$ cat src/hw/squr_pkg.sv
// Operation
// - only the device writes the used ring
// - used element holds chain head and length
// - used index starts at zero, only increases
// - length and data written before index update
// - device may write more than reported length
// - in-order batch reported by last chain head
// - used index advances by the batch size
// - without event index flags are 0 or 1
// - with event index flags zero, threshold used
// - spurious notifications are tolerated
// - 16-bit wrapping indices, queue at most 32768
// - device may fetch right after index advance
// - descriptor flag encoding and 16-byte layout
package squr_pkg;
	localparam logic [7:0]  REG_CTRL      = 8'h00;
	localparam logic [7:0]  REG_QSIZE     = 8'h04;
	localparam logic [7:0]  REG_AVL_LO    = 8'h08;
	localparam logic [7:0]  REG_AVL_HI    = 8'h0c;
	localparam logic [7:0]  REG_USD_LO    = 8'h10;
	localparam logic [7:0]  REG_USD_HI    = 8'h14;
	localparam logic [7:0]  REG_KICK      = 8'h18;
	localparam logic [7:0]  REG_THR       = 8'h1c;
	localparam logic [7:0]  REG_STAT      = 8'h20;
	localparam int          CTRL_EN       = 0;
	localparam int          CTRL_INORD    = 1;
	localparam int          CTRL_EVIDX    = 2;
	localparam int          CTRL_SUPP     = 3;
	localparam logic [3:0]  CTRL_RST      = 4'h0;
	localparam logic [15:0] QSIZE_RST     = 16'h0100;
	localparam logic [15:0] QSIZE_MAX     = 16'h8000;
	localparam logic [15:0] IDX_RST       = 16'h0000;
	localparam logic [15:0] THR_RST       = 16'h0000;
	localparam logic [63:0] USED_FLG_OFF  = 64'h0;
	localparam logic [63:0] USED_IDX_OFF  = 64'h2;
	localparam logic [63:0] AVL_IDX_OFF   = 64'h2;
	localparam logic [63:0] RING_OFF      = 64'h4;
	localparam int          USED_ELEM_SH  = 3;
	localparam int          AVL_ENT_SH    = 1;
	localparam logic [15:0] FLG_NO_NOTIFY = 16'h0001;
	localparam logic [15:0] DESC_CHAIN    = 16'h0001;
	localparam logic [15:0] DESC_DEV_WR   = 16'h0002;
	localparam logic [15:0] DESC_INDIRECT = 16'h0004;
	localparam int          DESC_BYTES    = 16;
	localparam logic [1:0]  RESP_OKAY     = 2'b00;
	localparam logic [1:0]  RESP_SLVERR   = 2'b10;

	typedef struct packed {
		logic [63:0] addr;
		logic [31:0] wdata;
		logic [3:0]  strb;
		logic        we;
	} squr_mreq_t;

	typedef struct packed {
		logic [31:0] head;
		logic [31:0] wlen;
		logic [15:0] batch;
	} squr_cmpl_t;
endpackage

$ cat src/hw/squr_axil.sv
`timescale 1ns/1ps
module squr_axil (
	input  wire logic        aclk,
	input  wire logic        aresetn,
	input  wire logic [7:0]  s_axil_awaddr,
	input  wire logic        s_axil_awvalid,
	output logic             s_axil_awready,
	input  wire logic [31:0] s_axil_wdata,
	input  wire logic [3:0]  s_axil_wstrb,
	input  wire logic        s_axil_wvalid,
	output logic             s_axil_wready,
	output logic [1:0]       s_axil_bresp,
	output logic             s_axil_bvalid,
	input  wire logic        s_axil_bready,
	input  wire logic [7:0]  s_axil_araddr,
	input  wire logic        s_axil_arvalid,
	output logic             s_axil_arready,
	output logic [31:0]      s_axil_rdata,
	output logic [1:0]       s_axil_rresp,
	output logic             s_axil_rvalid,
	input  wire logic        s_axil_rready,
	output logic             wr_en,
	output logic [7:0]       wr_addr,
	output logic [31:0]      wr_data,
	output logic [3:0]       wr_strb,
	input  wire logic        wr_err,
	output logic             rd_en,
	output logic [7:0]       rd_addr,
	input  wire logic [31:0] rd_data,
	input  wire logic        rd_err
);
	logic aw_held_r;
	logic w_held_r;

	assign s_axil_awready = !aw_held_r;
	assign s_axil_wready  = !w_held_r;
	// one write in flight: the next write is held until b is taken
	assign wr_en   = aw_held_r && w_held_r && !s_axil_bvalid;
	assign s_axil_arready = !s_axil_rvalid;
	assign rd_en   = s_axil_arvalid && s_axil_arready;
	assign rd_addr = s_axil_araddr;

	always_ff @(posedge aclk) begin
		if (!aresetn) begin
			aw_held_r <= 1'b0;
			wr_addr   <= 8'h00;
		end else if (s_axil_awvalid && s_axil_awready) begin
			aw_held_r <= 1'b1;
			wr_addr   <= s_axil_awaddr;
		end else if (wr_en) begin
			aw_held_r <= 1'b0;
		end
	end

	always_ff @(posedge aclk) begin
		if (!aresetn) begin
			w_held_r <= 1'b0;
			wr_data  <= 32'h0;
			wr_strb  <= 4'h0;
		end else if (s_axil_wvalid && s_axil_wready) begin
			w_held_r <= 1'b1;
			wr_data  <= s_axil_wdata;
			wr_strb  <= s_axil_wstrb;
		end else if (wr_en) begin
			w_held_r <= 1'b0;
		end
	end

	always_ff @(posedge aclk) begin
		if (!aresetn) begin
			s_axil_bvalid <= 1'b0;
			s_axil_bresp  <= squr_pkg::RESP_OKAY;
		end else if (wr_en) begin
			s_axil_bvalid <= 1'b1;
			s_axil_bresp  <= wr_err ? squr_pkg::RESP_SLVERR
				: squr_pkg::RESP_OKAY;
		end else if (s_axil_bready) begin
			s_axil_bvalid <= 1'b0;
		end
	end

	always_ff @(posedge aclk) begin
		if (!aresetn) begin
			s_axil_rvalid <= 1'b0;
			s_axil_rdata  <= 32'h0;
			s_axil_rresp  <= squr_pkg::RESP_OKAY;
		end else if (rd_en) begin
			s_axil_rvalid <= 1'b1;
			s_axil_rdata  <= rd_data;
			s_axil_rresp  <= rd_err ? squr_pkg::RESP_SLVERR
				: squr_pkg::RESP_OKAY;
		end else if (s_axil_rready) begin
			s_axil_rvalid <= 1'b0;
		end
	end
endmodule

$ cat src/hw/squr_used_ring.sv
// Chosen here: register access over AXI4-Lite and the placing of the registers.
`timescale 1ns/1ps
module squr_used_ring (
	input  wire logic                 aclk,
	input  wire logic                 aresetn,
	input  wire logic [7:0]           s_axil_awaddr,
	input  wire logic                 s_axil_awvalid,
	output logic                      s_axil_awready,
	input  wire logic [31:0]          s_axil_wdata,
	input  wire logic [3:0]           s_axil_wstrb,
	input  wire logic                 s_axil_wvalid,
	output logic                      s_axil_wready,
	output logic [1:0]                s_axil_bresp,
	output logic                      s_axil_bvalid,
	input  wire logic                 s_axil_bready,
	input  wire logic [7:0]           s_axil_araddr,
	input  wire logic                 s_axil_arvalid,
	output logic                      s_axil_arready,
	output logic [31:0]               s_axil_rdata,
	output logic [1:0]                s_axil_rresp,
	output logic                      s_axil_rvalid,
	input  wire logic                 s_axil_rready,
	output squr_pkg::squr_mreq_t      mem_req,
	output logic                      mem_req_valid,
	input  wire logic                 mem_req_ready,
	input  wire logic                 mem_rsp_valid,
	input  wire logic [31:0]          mem_rsp_rdata,
	input  wire squr_pkg::squr_cmpl_t cmpl_i,
	input  wire logic                 cmpl_valid,
	output logic                      cmpl_ready,
	output logic [15:0]               avail_head,
	output logic                      avail_valid,
	input  wire logic                 avail_ready
);
	typedef enum logic [1:0] {S_IDLE, S_REQ, S_RSP, S_OUT} squr_st_t;
	typedef enum logic [2:0] {
		P_FLG, P_THR, P_AIDX, P_AENT, P_EID, P_ELEN, P_UIDX
	} squr_ph_t;

	squr_st_t             state_r;
	squr_ph_t             phase_r;
	squr_pkg::squr_mreq_t mem_req_r;
	squr_pkg::squr_cmpl_t cmpl_r;
	logic [3:0]           ctrl_r;
	logic [15:0]          qsize_r;
	logic [63:0]          avl_base_r;
	logic [63:0]          usd_base_r;
	logic [15:0]          thr_r;
	logic [15:0]          last_avail_r;
	logic [15:0]          used_idx_r;
	logic [15:0]          avail_head_r;
	logic                 kick_pend_r;
	logic                 flags_dirty_r;
	logic                 len_done_r;
	logic                 wr_en;
	logic [7:0]           wr_addr;
	logic [31:0]          wr_data;
	logic [3:0]           wr_strb;
	logic                 rd_en;
	logic [7:0]           rd_addr;
	logic [31:0]          rd_data;
	logic                 kick_evt;
	logic                 flag_issue;
	logic [15:0]          step;
	logic [15:0]          flag_val;
	logic [15:0]          rsp_half;
	logic [63:0]          used_slot_addr;
	logic [63:0]          avl_slot_addr;
	logic [63:0]          kick_thr_addr;

	function automatic logic [15:0] ring_slot(input logic [15:0] idx,
		input logic [15:0] qs);
		ring_slot = idx & (qs - 16'h1);
	endfunction

	function automatic logic reg_ok(input logic [7:0] a);
		reg_ok = a == squr_pkg::REG_CTRL || a == squr_pkg::REG_QSIZE
			|| a == squr_pkg::REG_AVL_LO || a == squr_pkg::REG_AVL_HI
			|| a == squr_pkg::REG_USD_LO || a == squr_pkg::REG_USD_HI
			|| a == squr_pkg::REG_KICK || a == squr_pkg::REG_THR
			|| a == squr_pkg::REG_STAT;
	endfunction

	function automatic logic [31:0] mrg(input logic [31:0] o,
		input logic [31:0] n, input logic [3:0] s);
		for (int i = 0; i < 4; i++) begin
			mrg[8*i +: 8] = s[i] ? n[8*i +: 8] : o[8*i +: 8];
		end
	endfunction

	// 16-bit fields ride the lane pair picked by address bit 1
	function automatic squr_pkg::squr_mreq_t wr16(input logic [63:0] a,
		input logic [15:0] v);
		wr16.addr  = a;
		wr16.wdata = {v, v};
		wr16.strb  = a[1] ? 4'hc : 4'h3;
		wr16.we    = 1'b1;
	endfunction

	function automatic squr_pkg::squr_mreq_t wr32(input logic [63:0] a,
		input logic [31:0] v);
		wr32.addr  = a;
		wr32.wdata = v;
		wr32.strb  = 4'hf;
		wr32.we    = 1'b1;
	endfunction

	function automatic squr_pkg::squr_mreq_t rd16(input logic [63:0] a);
		rd16.addr  = a;
		rd16.wdata = 32'h0;
		rd16.strb  = 4'h0;
		rd16.we    = 1'b0;
	endfunction

	squr_axil u_axil (
		.aclk           (aclk),
		.aresetn        (aresetn),
		.s_axil_awaddr  (s_axil_awaddr),
		.s_axil_awvalid (s_axil_awvalid),
		.s_axil_awready (s_axil_awready),
		.s_axil_wdata   (s_axil_wdata),
		.s_axil_wstrb   (s_axil_wstrb),
		.s_axil_wvalid  (s_axil_wvalid),
		.s_axil_wready  (s_axil_wready),
		.s_axil_bresp   (s_axil_bresp),
		.s_axil_bvalid  (s_axil_bvalid),
		.s_axil_bready  (s_axil_bready),
		.s_axil_araddr  (s_axil_araddr),
		.s_axil_arvalid (s_axil_arvalid),
		.s_axil_arready (s_axil_arready),
		.s_axil_rdata   (s_axil_rdata),
		.s_axil_rresp   (s_axil_rresp),
		.s_axil_rvalid  (s_axil_rvalid),
		.s_axil_rready  (s_axil_rready),
		.wr_en          (wr_en),
		.wr_addr        (wr_addr),
		.wr_data        (wr_data),
		.wr_strb        (wr_strb),
		.wr_err         (!reg_ok(wr_addr)),
		.rd_en          (rd_en),
		.rd_addr        (rd_addr),
		.rd_data        (rd_data),
		.rd_err         (!reg_ok(rd_addr))
	);

	always_comb begin
		case (rd_addr)
		squr_pkg::REG_CTRL:   rd_data = {28'h0, ctrl_r};
		squr_pkg::REG_QSIZE:  rd_data = {16'h0, qsize_r};
		squr_pkg::REG_AVL_LO: rd_data = avl_base_r[31:0];
		squr_pkg::REG_AVL_HI: rd_data = avl_base_r[63:32];
		squr_pkg::REG_USD_LO: rd_data = usd_base_r[31:0];
		squr_pkg::REG_USD_HI: rd_data = usd_base_r[63:32];
		squr_pkg::REG_THR:    rd_data = {16'h0, thr_r};
		squr_pkg::REG_STAT:   rd_data = {used_idx_r, last_avail_r};
		default:              rd_data = 32'h0;
		endcase
	end

	// bases and size are not guarded: change them only while disabled
	always_ff @(posedge aclk) begin
		if (!aresetn) begin
			ctrl_r     <= squr_pkg::CTRL_RST;
			qsize_r    <= squr_pkg::QSIZE_RST;
			avl_base_r <= 64'h0;
			usd_base_r <= 64'h0;
			thr_r      <= squr_pkg::THR_RST;
		end else if (wr_en) begin
			case (wr_addr)
			squr_pkg::REG_CTRL: ctrl_r <= wr_data[3:0];
			squr_pkg::REG_QSIZE: begin
				// whole word compared so 0x10000 is not taken as 0
				if (wr_data <= 32'(squr_pkg::QSIZE_MAX)) begin
					qsize_r <= wr_data[15:0];
				end
			end
			squr_pkg::REG_AVL_LO:
				avl_base_r[31:0] <= mrg(avl_base_r[31:0], wr_data, wr_strb);
			squr_pkg::REG_AVL_HI:
				avl_base_r[63:32] <= mrg(avl_base_r[63:32], wr_data, wr_strb);
			squr_pkg::REG_USD_LO:
				usd_base_r[31:0] <= mrg(usd_base_r[31:0], wr_data, wr_strb);
			squr_pkg::REG_USD_HI:
				usd_base_r[63:32] <= mrg(usd_base_r[63:32], wr_data, wr_strb);
			squr_pkg::REG_THR: thr_r <= wr_data[15:0];
			default: ;
			endcase
		end
	end

	assign kick_evt   = wr_en && wr_addr == squr_pkg::REG_KICK;
	assign flag_issue = state_r == S_IDLE && ctrl_r[squr_pkg::CTRL_EN]
		&& flags_dirty_r;
	// set wins over clear so a late kick or config write is never lost
	always_ff @(posedge aclk) begin
		if (!aresetn) begin
			kick_pend_r <= 1'b0;
		end else if (kick_evt) begin
			kick_pend_r <= 1'b1;
		end else if (state_r == S_RSP && phase_r == P_AIDX && mem_rsp_valid
			&& rsp_half == last_avail_r) begin
			kick_pend_r <= 1'b0;
		end
	end

	always_ff @(posedge aclk) begin
		if (!aresetn) begin
			flags_dirty_r <= 1'b0;
		end else if (wr_en && (wr_addr == squr_pkg::REG_CTRL
			|| wr_addr == squr_pkg::REG_THR)) begin
			flags_dirty_r <= 1'b1;
		end else if (flag_issue) begin
			flags_dirty_r <= 1'b0;
		end
	end

	assign flag_val = ctrl_r[squr_pkg::CTRL_EVIDX] ? 16'h0
		: ctrl_r[squr_pkg::CTRL_SUPP] ? squr_pkg::FLG_NO_NOTIFY
		: 16'h0;
	assign step = (ctrl_r[squr_pkg::CTRL_INORD] && cmpl_r.batch != 16'h0)
		? cmpl_r.batch : 16'h1;
	assign rsp_half = mem_req_r.addr[1] ? mem_rsp_rdata[31:16]
		: mem_rsp_rdata[15:0];
	// widened before the shift: slot offsets overflow 16 bits
	assign used_slot_addr = usd_base_r + squr_pkg::RING_OFF
		+ (64'(ring_slot(used_idx_r, qsize_r)) << squr_pkg::USED_ELEM_SH);
	assign avl_slot_addr = avl_base_r + squr_pkg::RING_OFF
		+ (64'(ring_slot(last_avail_r, qsize_r)) << squr_pkg::AVL_ENT_SH);
	assign kick_thr_addr = usd_base_r + squr_pkg::RING_OFF
		+ (64'(qsize_r) << squr_pkg::USED_ELEM_SH);

	assign mem_req       = mem_req_r;
	assign mem_req_valid = state_r == S_REQ;
	assign cmpl_ready    = state_r == S_IDLE && ctrl_r[squr_pkg::CTRL_EN]
		&& !flags_dirty_r;
	assign avail_valid   = state_r == S_OUT;
	assign avail_head    = avail_head_r;

	// completions outrank fetches so finished buffers return first
	always_ff @(posedge aclk) begin
		if (!aresetn) begin
			state_r   <= S_IDLE;
			phase_r   <= P_FLG;
			mem_req_r <= '0;
		end else begin
			case (state_r)
			S_IDLE: begin
				if (flag_issue) begin
					mem_req_r <= wr16(usd_base_r + squr_pkg::USED_FLG_OFF,
						flag_val);
					phase_r   <= P_FLG;
					state_r   <= S_REQ;
				end else if (cmpl_ready && cmpl_valid) begin
					mem_req_r <= wr32(used_slot_addr, cmpl_i.head);
					phase_r   <= P_EID;
					state_r   <= S_REQ;
				end else if (ctrl_r[squr_pkg::CTRL_EN] && kick_pend_r) begin
					mem_req_r <= rd16(avl_base_r + squr_pkg::AVL_IDX_OFF);
					phase_r   <= P_AIDX;
					state_r   <= S_REQ;
				end
			end
			S_REQ: begin
				if (mem_req_ready) begin
					state_r <= S_RSP;
				end
			end
			S_RSP: begin
				if (mem_rsp_valid) begin
					state_r <= S_IDLE;
					case (phase_r)
					P_FLG: begin
						if (ctrl_r[squr_pkg::CTRL_EVIDX]) begin
							mem_req_r <= wr16(kick_thr_addr, thr_r);
							phase_r   <= P_THR;
							state_r   <= S_REQ;
						end
					end
					P_AIDX: begin
						if (rsp_half != last_avail_r) begin
							mem_req_r <= rd16(avl_slot_addr);
							phase_r   <= P_AENT;
							state_r   <= S_REQ;
						end
					end
					P_AENT: state_r <= S_OUT;
					P_EID: begin
						mem_req_r <= wr32(used_slot_addr + 64'h4,
							cmpl_r.wlen);
						phase_r   <= P_ELEN;
						state_r   <= S_REQ;
					end
					P_ELEN: begin
						// index goes out only after the element is acked
						mem_req_r <= wr16(usd_base_r + squr_pkg::USED_IDX_OFF,
							used_idx_r + step);
						phase_r   <= P_UIDX;
						state_r   <= S_REQ;
					end
					default: ;
					endcase
				end
			end
			S_OUT: begin
				if (avail_ready) begin
					state_r <= S_IDLE;
				end
			end
			default: state_r <= S_IDLE;
			endcase
		end
	end

	always_ff @(posedge aclk) begin
		if (!aresetn) begin
			cmpl_r <= '0;
		end else if (cmpl_ready && cmpl_valid) begin
			cmpl_r <= cmpl_i;
		end
	end

	always_ff @(posedge aclk) begin
		if (!aresetn) begin
			avail_head_r <= 16'h0;
		end else if (state_r == S_RSP && phase_r == P_AENT
			&& mem_rsp_valid) begin
			avail_head_r <= rsp_half;
		end
	end

	always_ff @(posedge aclk) begin
		if (!aresetn) begin
			last_avail_r <= squr_pkg::IDX_RST;
		end else if (avail_valid && avail_ready) begin
			last_avail_r <= last_avail_r + 16'h1;
		end
	end

	always_ff @(posedge aclk) begin
		if (!aresetn) begin
			used_idx_r <= squr_pkg::IDX_RST;
			len_done_r <= 1'b0;
		end else if (state_r == S_RSP && mem_rsp_valid) begin
			if (phase_r == P_ELEN) begin
				len_done_r <= 1'b1;
			end else if (phase_r == P_UIDX) begin
				used_idx_r <= used_idx_r + step;
				len_done_r <= 1'b0;
			end
		end
	end
endmodule

$ cat config.mk
export PLATFORM = sky130hd
export DESIGN_NAME = squr_used_ring
export DESIGN_NICKNAME = d
export VERILOG_FILES = /design/src/hw/squr_pkg.sv /design/src/hw/squr_axil.sv /design/src/hw/squr_used_ring.sv
export SDC_FILE = /design/constraint.sdc
export NUM_CORES = 2
export LEC_CHECK = 0
export BUFFER_PORTS_ARGS = -buffer_cell sky130_fd_sc_hd__buf_2
export CAP_MARGIN = 5
export CORE_ASPECT_RATIO = 0.7
export CORE_UTILIZATION = 40
export CTS_BUF_LIST = sky130_fd_sc_hd__clkbuf_2 sky130_fd_sc_hd__clkbuf_4 sky130_fd_sc_hd__clkbuf_8
export DETAILED_ROUTE_END_ITERATION = 8
export SLEW_MARGIN = 20
export SYNTH_ARGS = -nofsm -noshare
export SYNTH_HDL_FRONTEND = slang
export SYNTH_SLANG_ARGS = --single-unit
$ cat constraint.sdc
create_clock -name aclk -period 15.4 [get_ports aclk]
set_input_delay 1.54 -clock aclk [delete_from_list [all_inputs] [get_ports aclk]]
set_output_delay 1.54 -clock aclk [all_outputs]
set_load 0.02 [all_outputs]
==> key figures <==
Outcome
  – Status: finished, final reports clean

Logic synthesis
  – Number of synthesized flops with an enable pin: 0
  – Main area contributors after synthesis: dfxtp_1 (27%), xnor2_1 (7.0%), mux2i_1 (6.5%)
  – Gate Count Post-Synth: 4418
  – Yosys top cell by area: dfxtp_1
  – Post-synthesis register bit count: 448
  – Syn avg cell area: 7.569 um^2
  – Predominant post-synthesis flop cell: dfxtp_1
  – Post-synth cell types: 90
  – Synthesized area: 33440 um^2
  – Sequential-to-total area share from yosys stat: 0.2682
  – Synth async-reset ratio: 0
  – Yosys warns: 0
  – Synth top area share: 0.2682

Placed design
  – Placer Congestion: 1.095
  – I/O Buffers: 333
  – DP Worst Slack: 7.373 ns
  – DP HPWL: 131600 um

Die
  – Die area: 84780 um^2
  – Starting Density: 0.4050
  – # IOs: 336
  – Die Wd: 347.6 um
  – Core Footprint: 82580 um^2
  – Die Ht: 243.9 um
  – Row count: 88

GRT
  – Met3 Use GR: 0.1157
  – GRT Util Overall: 0.3907
  – Initial antenna violation count: 11
  – Largest net degree at the start of global routing: 165
  – First-pass GRT wire length: 242300 um
  – GRT busiest layer: met2
  – Total gr overflow: 0
  – Met1 Usage GRT: 0.5321
  – Vias in the first global route: 33410
  – GR Util met2: 0.5501

Timing
  – Pins Over Slew Limit: 0
  – Max Clk Rate: 121.6 MHz
  – Final Hold Slack: 0.4500 ns
  – Final worst-path cycle share: 0.5339
  – Fin. Hold Viols: 0
  – Setup Viol. Count Final: 0
  – Slew @ Worst Pin: 1.188 ns
  – Setup TNS: 0 ns
  – RSZ-0062 raised after global routing: false
  – Setup slack after layout: 7.178 ns
  – Tmin final: 8.222 ns
  – Setup Skew: 0.07586 ns
  – Slew HR: 0.2079

Pwr
  – Leak: 14.17 nW
  – Power density over the cells: 67.98 nW/um^2
  – Maximum VDD drop: 0.00008221 V

Setup path
  – Worst Reg-to-Reg Cells: 20
  – Worst EP arrival: 8.89 ns
  – Crit path from: qsize_r[2]
  – Worst R2R End: mem_req[90]
  – Crit-path max FO: 11
  – Critical path required time: 16.07 ns
  – Startpoint Class: flop
  – CP Class: reg -> reg
  – Worst reg2reg setup slack: 7.18 ns
  – Crit path to: mem_req[90]
  – Worst Setup End Kind: flop
  – RR Startpoint: qsize_r[2]

Layout
  – Fill cells: 8633
  – Final #Nets: 4800
  – Most frequent cells in the layout: nand2_1 (487), dfxtp_1 (448), nor2_1 (422)
  – Share of layout cells above drive strength 1: 0.1341
  – Most common cell after layout, fill and taps aside: nand2_1
  – Layout area overhead: 12.09%

Min path
  – Hold Path Class: reg -> reg
  – HP Start: mem_req[89]

Clock tree
  – Hold Buf Count CTS: 0
  – Gates resized, CTS repair: 0
  – Clock buffer depth: 3
  – Clock root buffer: clkbuf_8
  – # Post-CTS Setup Buffers: 0
  – Clock sinks: 448
  – Worst-skew pair later-pin latency: 0.77 ns
  – Cts bufs inserted: 77
  – H-tree levels: 3
  – Clock-pin slew on the worst setup and hold paths: 0.06 ns
  – TritonCTS clock tree: built

Route
  – Remaining DRCs: 0
  – Vias: 36780
  – TritonRoute pass-1 iters: 9
  – Vias per inst: 6.474
  – DRT iter0 DRCs: 5179
  – WL/cell: 30.23 um
  – Post-Route WL: 171800 um
  – Post-route ant nets: 0

Run
  – Max-cap violations: 0
## critical path, cell delays in order (launching register included)
cell and delay (ns):
dfxtp_1 0.39, or4_1 0.62, nor4_1 0.60, nand2b_1 0.24
or4_1 0.50, nor2_1 0.16, xnor2_1 0.17, nor2b_1 0.08
ha_1 0.42, nand3_1 0.10, a2111o_1 0.35, nand4_1 0.20
nand2_1 0.37, nor4_1 0.96, xor2_1 0.28, or4b_1 0.79
nor4_4 0.59, nand4_1 0.46, or3_1 0.45, a21o_1 0.18
a211oi_1 0.22
## power by group
part	leakage (nW)	switching, W	internal (W)	total [W]
clock network	0.901	0.000557	0.000698	0.00125
logic	9.65	0.0000643	0.0000382	0.000103
registers	3.61	0.0000231	0.00117	0.00119
## cell usage after synthesis, types with 25 or more instances
master,n
o211a_1,30
mux2i_1,218
xor2_1,166
a22oi_1,60
dfxtp_1,448
nand3_1,144
nand2_1,490
and2_1,71
nor2b_1,82
clkbuf_1,311
and3_1,46
ha_1,85
o22ai_1,43
a221oi_1,44
nor2_1,431
a21o_1,38
nor3_1,107
a21oi_1,340
a222oi_1,28
nor4_1,84
o221ai_1,48
and4_1,43
o21ai_0,134
xnor2_1,266
a211oi_1,59
buf_1,32
inv_1,54
or2_2,25
or3_1,34
o211ai_1,43
nand4_1,103
or4_1,31
## per-layer routing
layer / up-vias / wire length [um]
met5: - / 88
met4: 6 / 10180
met3: 438 / 22040
met2: 2420 / 68760
met1: 17680 / 70680
li1: 16230 / -
## registers in the layout (all words and copies together), names as in the netlist, 2 cells and up
signal / flops
mem_req: 99
avl_base_r: 64
usd_base_r: 64
cmpl_r: 48
u_axil.s_axil_rdata: 32
u_axil.wr_data: 32
avail_head: 16
last_avail_r: 16
qsize_r: 16
thr_r: 16
used_idx_r: 16
u_axil.wr_addr: 8
ctrl_r: 4
u_axil.wr_strb: 4
phase_r: 3
state_r: 2
## area by class of cell
| type | instances | area, um^2 | share of cell area |
|---|---|---|---|
| Clock inverter | 19 | 239.0 | 0.006376 |
| Inverter | 54 | 210.2 | 0.005608 |
| Antenna cell | 9 | 22.52 | 0.0006009 |
| Tap cell | 1080 | 1351 | 0.03605 |
| Clock buffer | 116 | 1478 | 0.03942 |
| Sequential cell | 448 | 8969 | 0.2393 |
| Multi-Input combinational cell | 3547 | 22960 | 0.6124 |
| Timing Repair Buffer | 408 | 2257 | 0.06022 |
## through the flow
step / area (um^2) / utilization / instances / power [W]
after global routing: 37460 / 0.4536 / 5672 / 0.002616
after CTS: 37450 / 0.4535 / 5672 / 0.002558
final: 37480 / 0.4539 / 5681 / 0.002548
after floorplan: 33440 / - / 4419 / 0.001261
after detailed placement: 35730 / 0.4327 / 5537 / 0.001317
after global placement: 35730 / 0.4327 / 5537 / 0.001317
## logic make-up after synthesis
family                     count (synthesis)  synth area share
and+or+nand+nor                         1766            0.2614
AOI/OAI and AO/OA                       1037            0.2073
DFF                                      448            0.2682
xor gates and xnor gates                 432            0.1131
buffers and inverters                    424           0.04939
muxes                                    221           0.06626
adders and majority gates                 89           0.03420
other                                      1         0.0001121
## worst min-delay path by stage
stage                        to  slack (ns)  cells after the start
floorplan            cmpl_r[31]        0.44                      2
detailed placement  mem_req[96]        0.44                      2
CTS                 mem_req[96]        0.45                      2
finish              mem_req[89]        0.45                      2
global placement    mem_req[96]        0.43                      2
global route         cmpl_r[16]        0.47                      2
No activity file was read; power rests on OpenSTA's default activity.
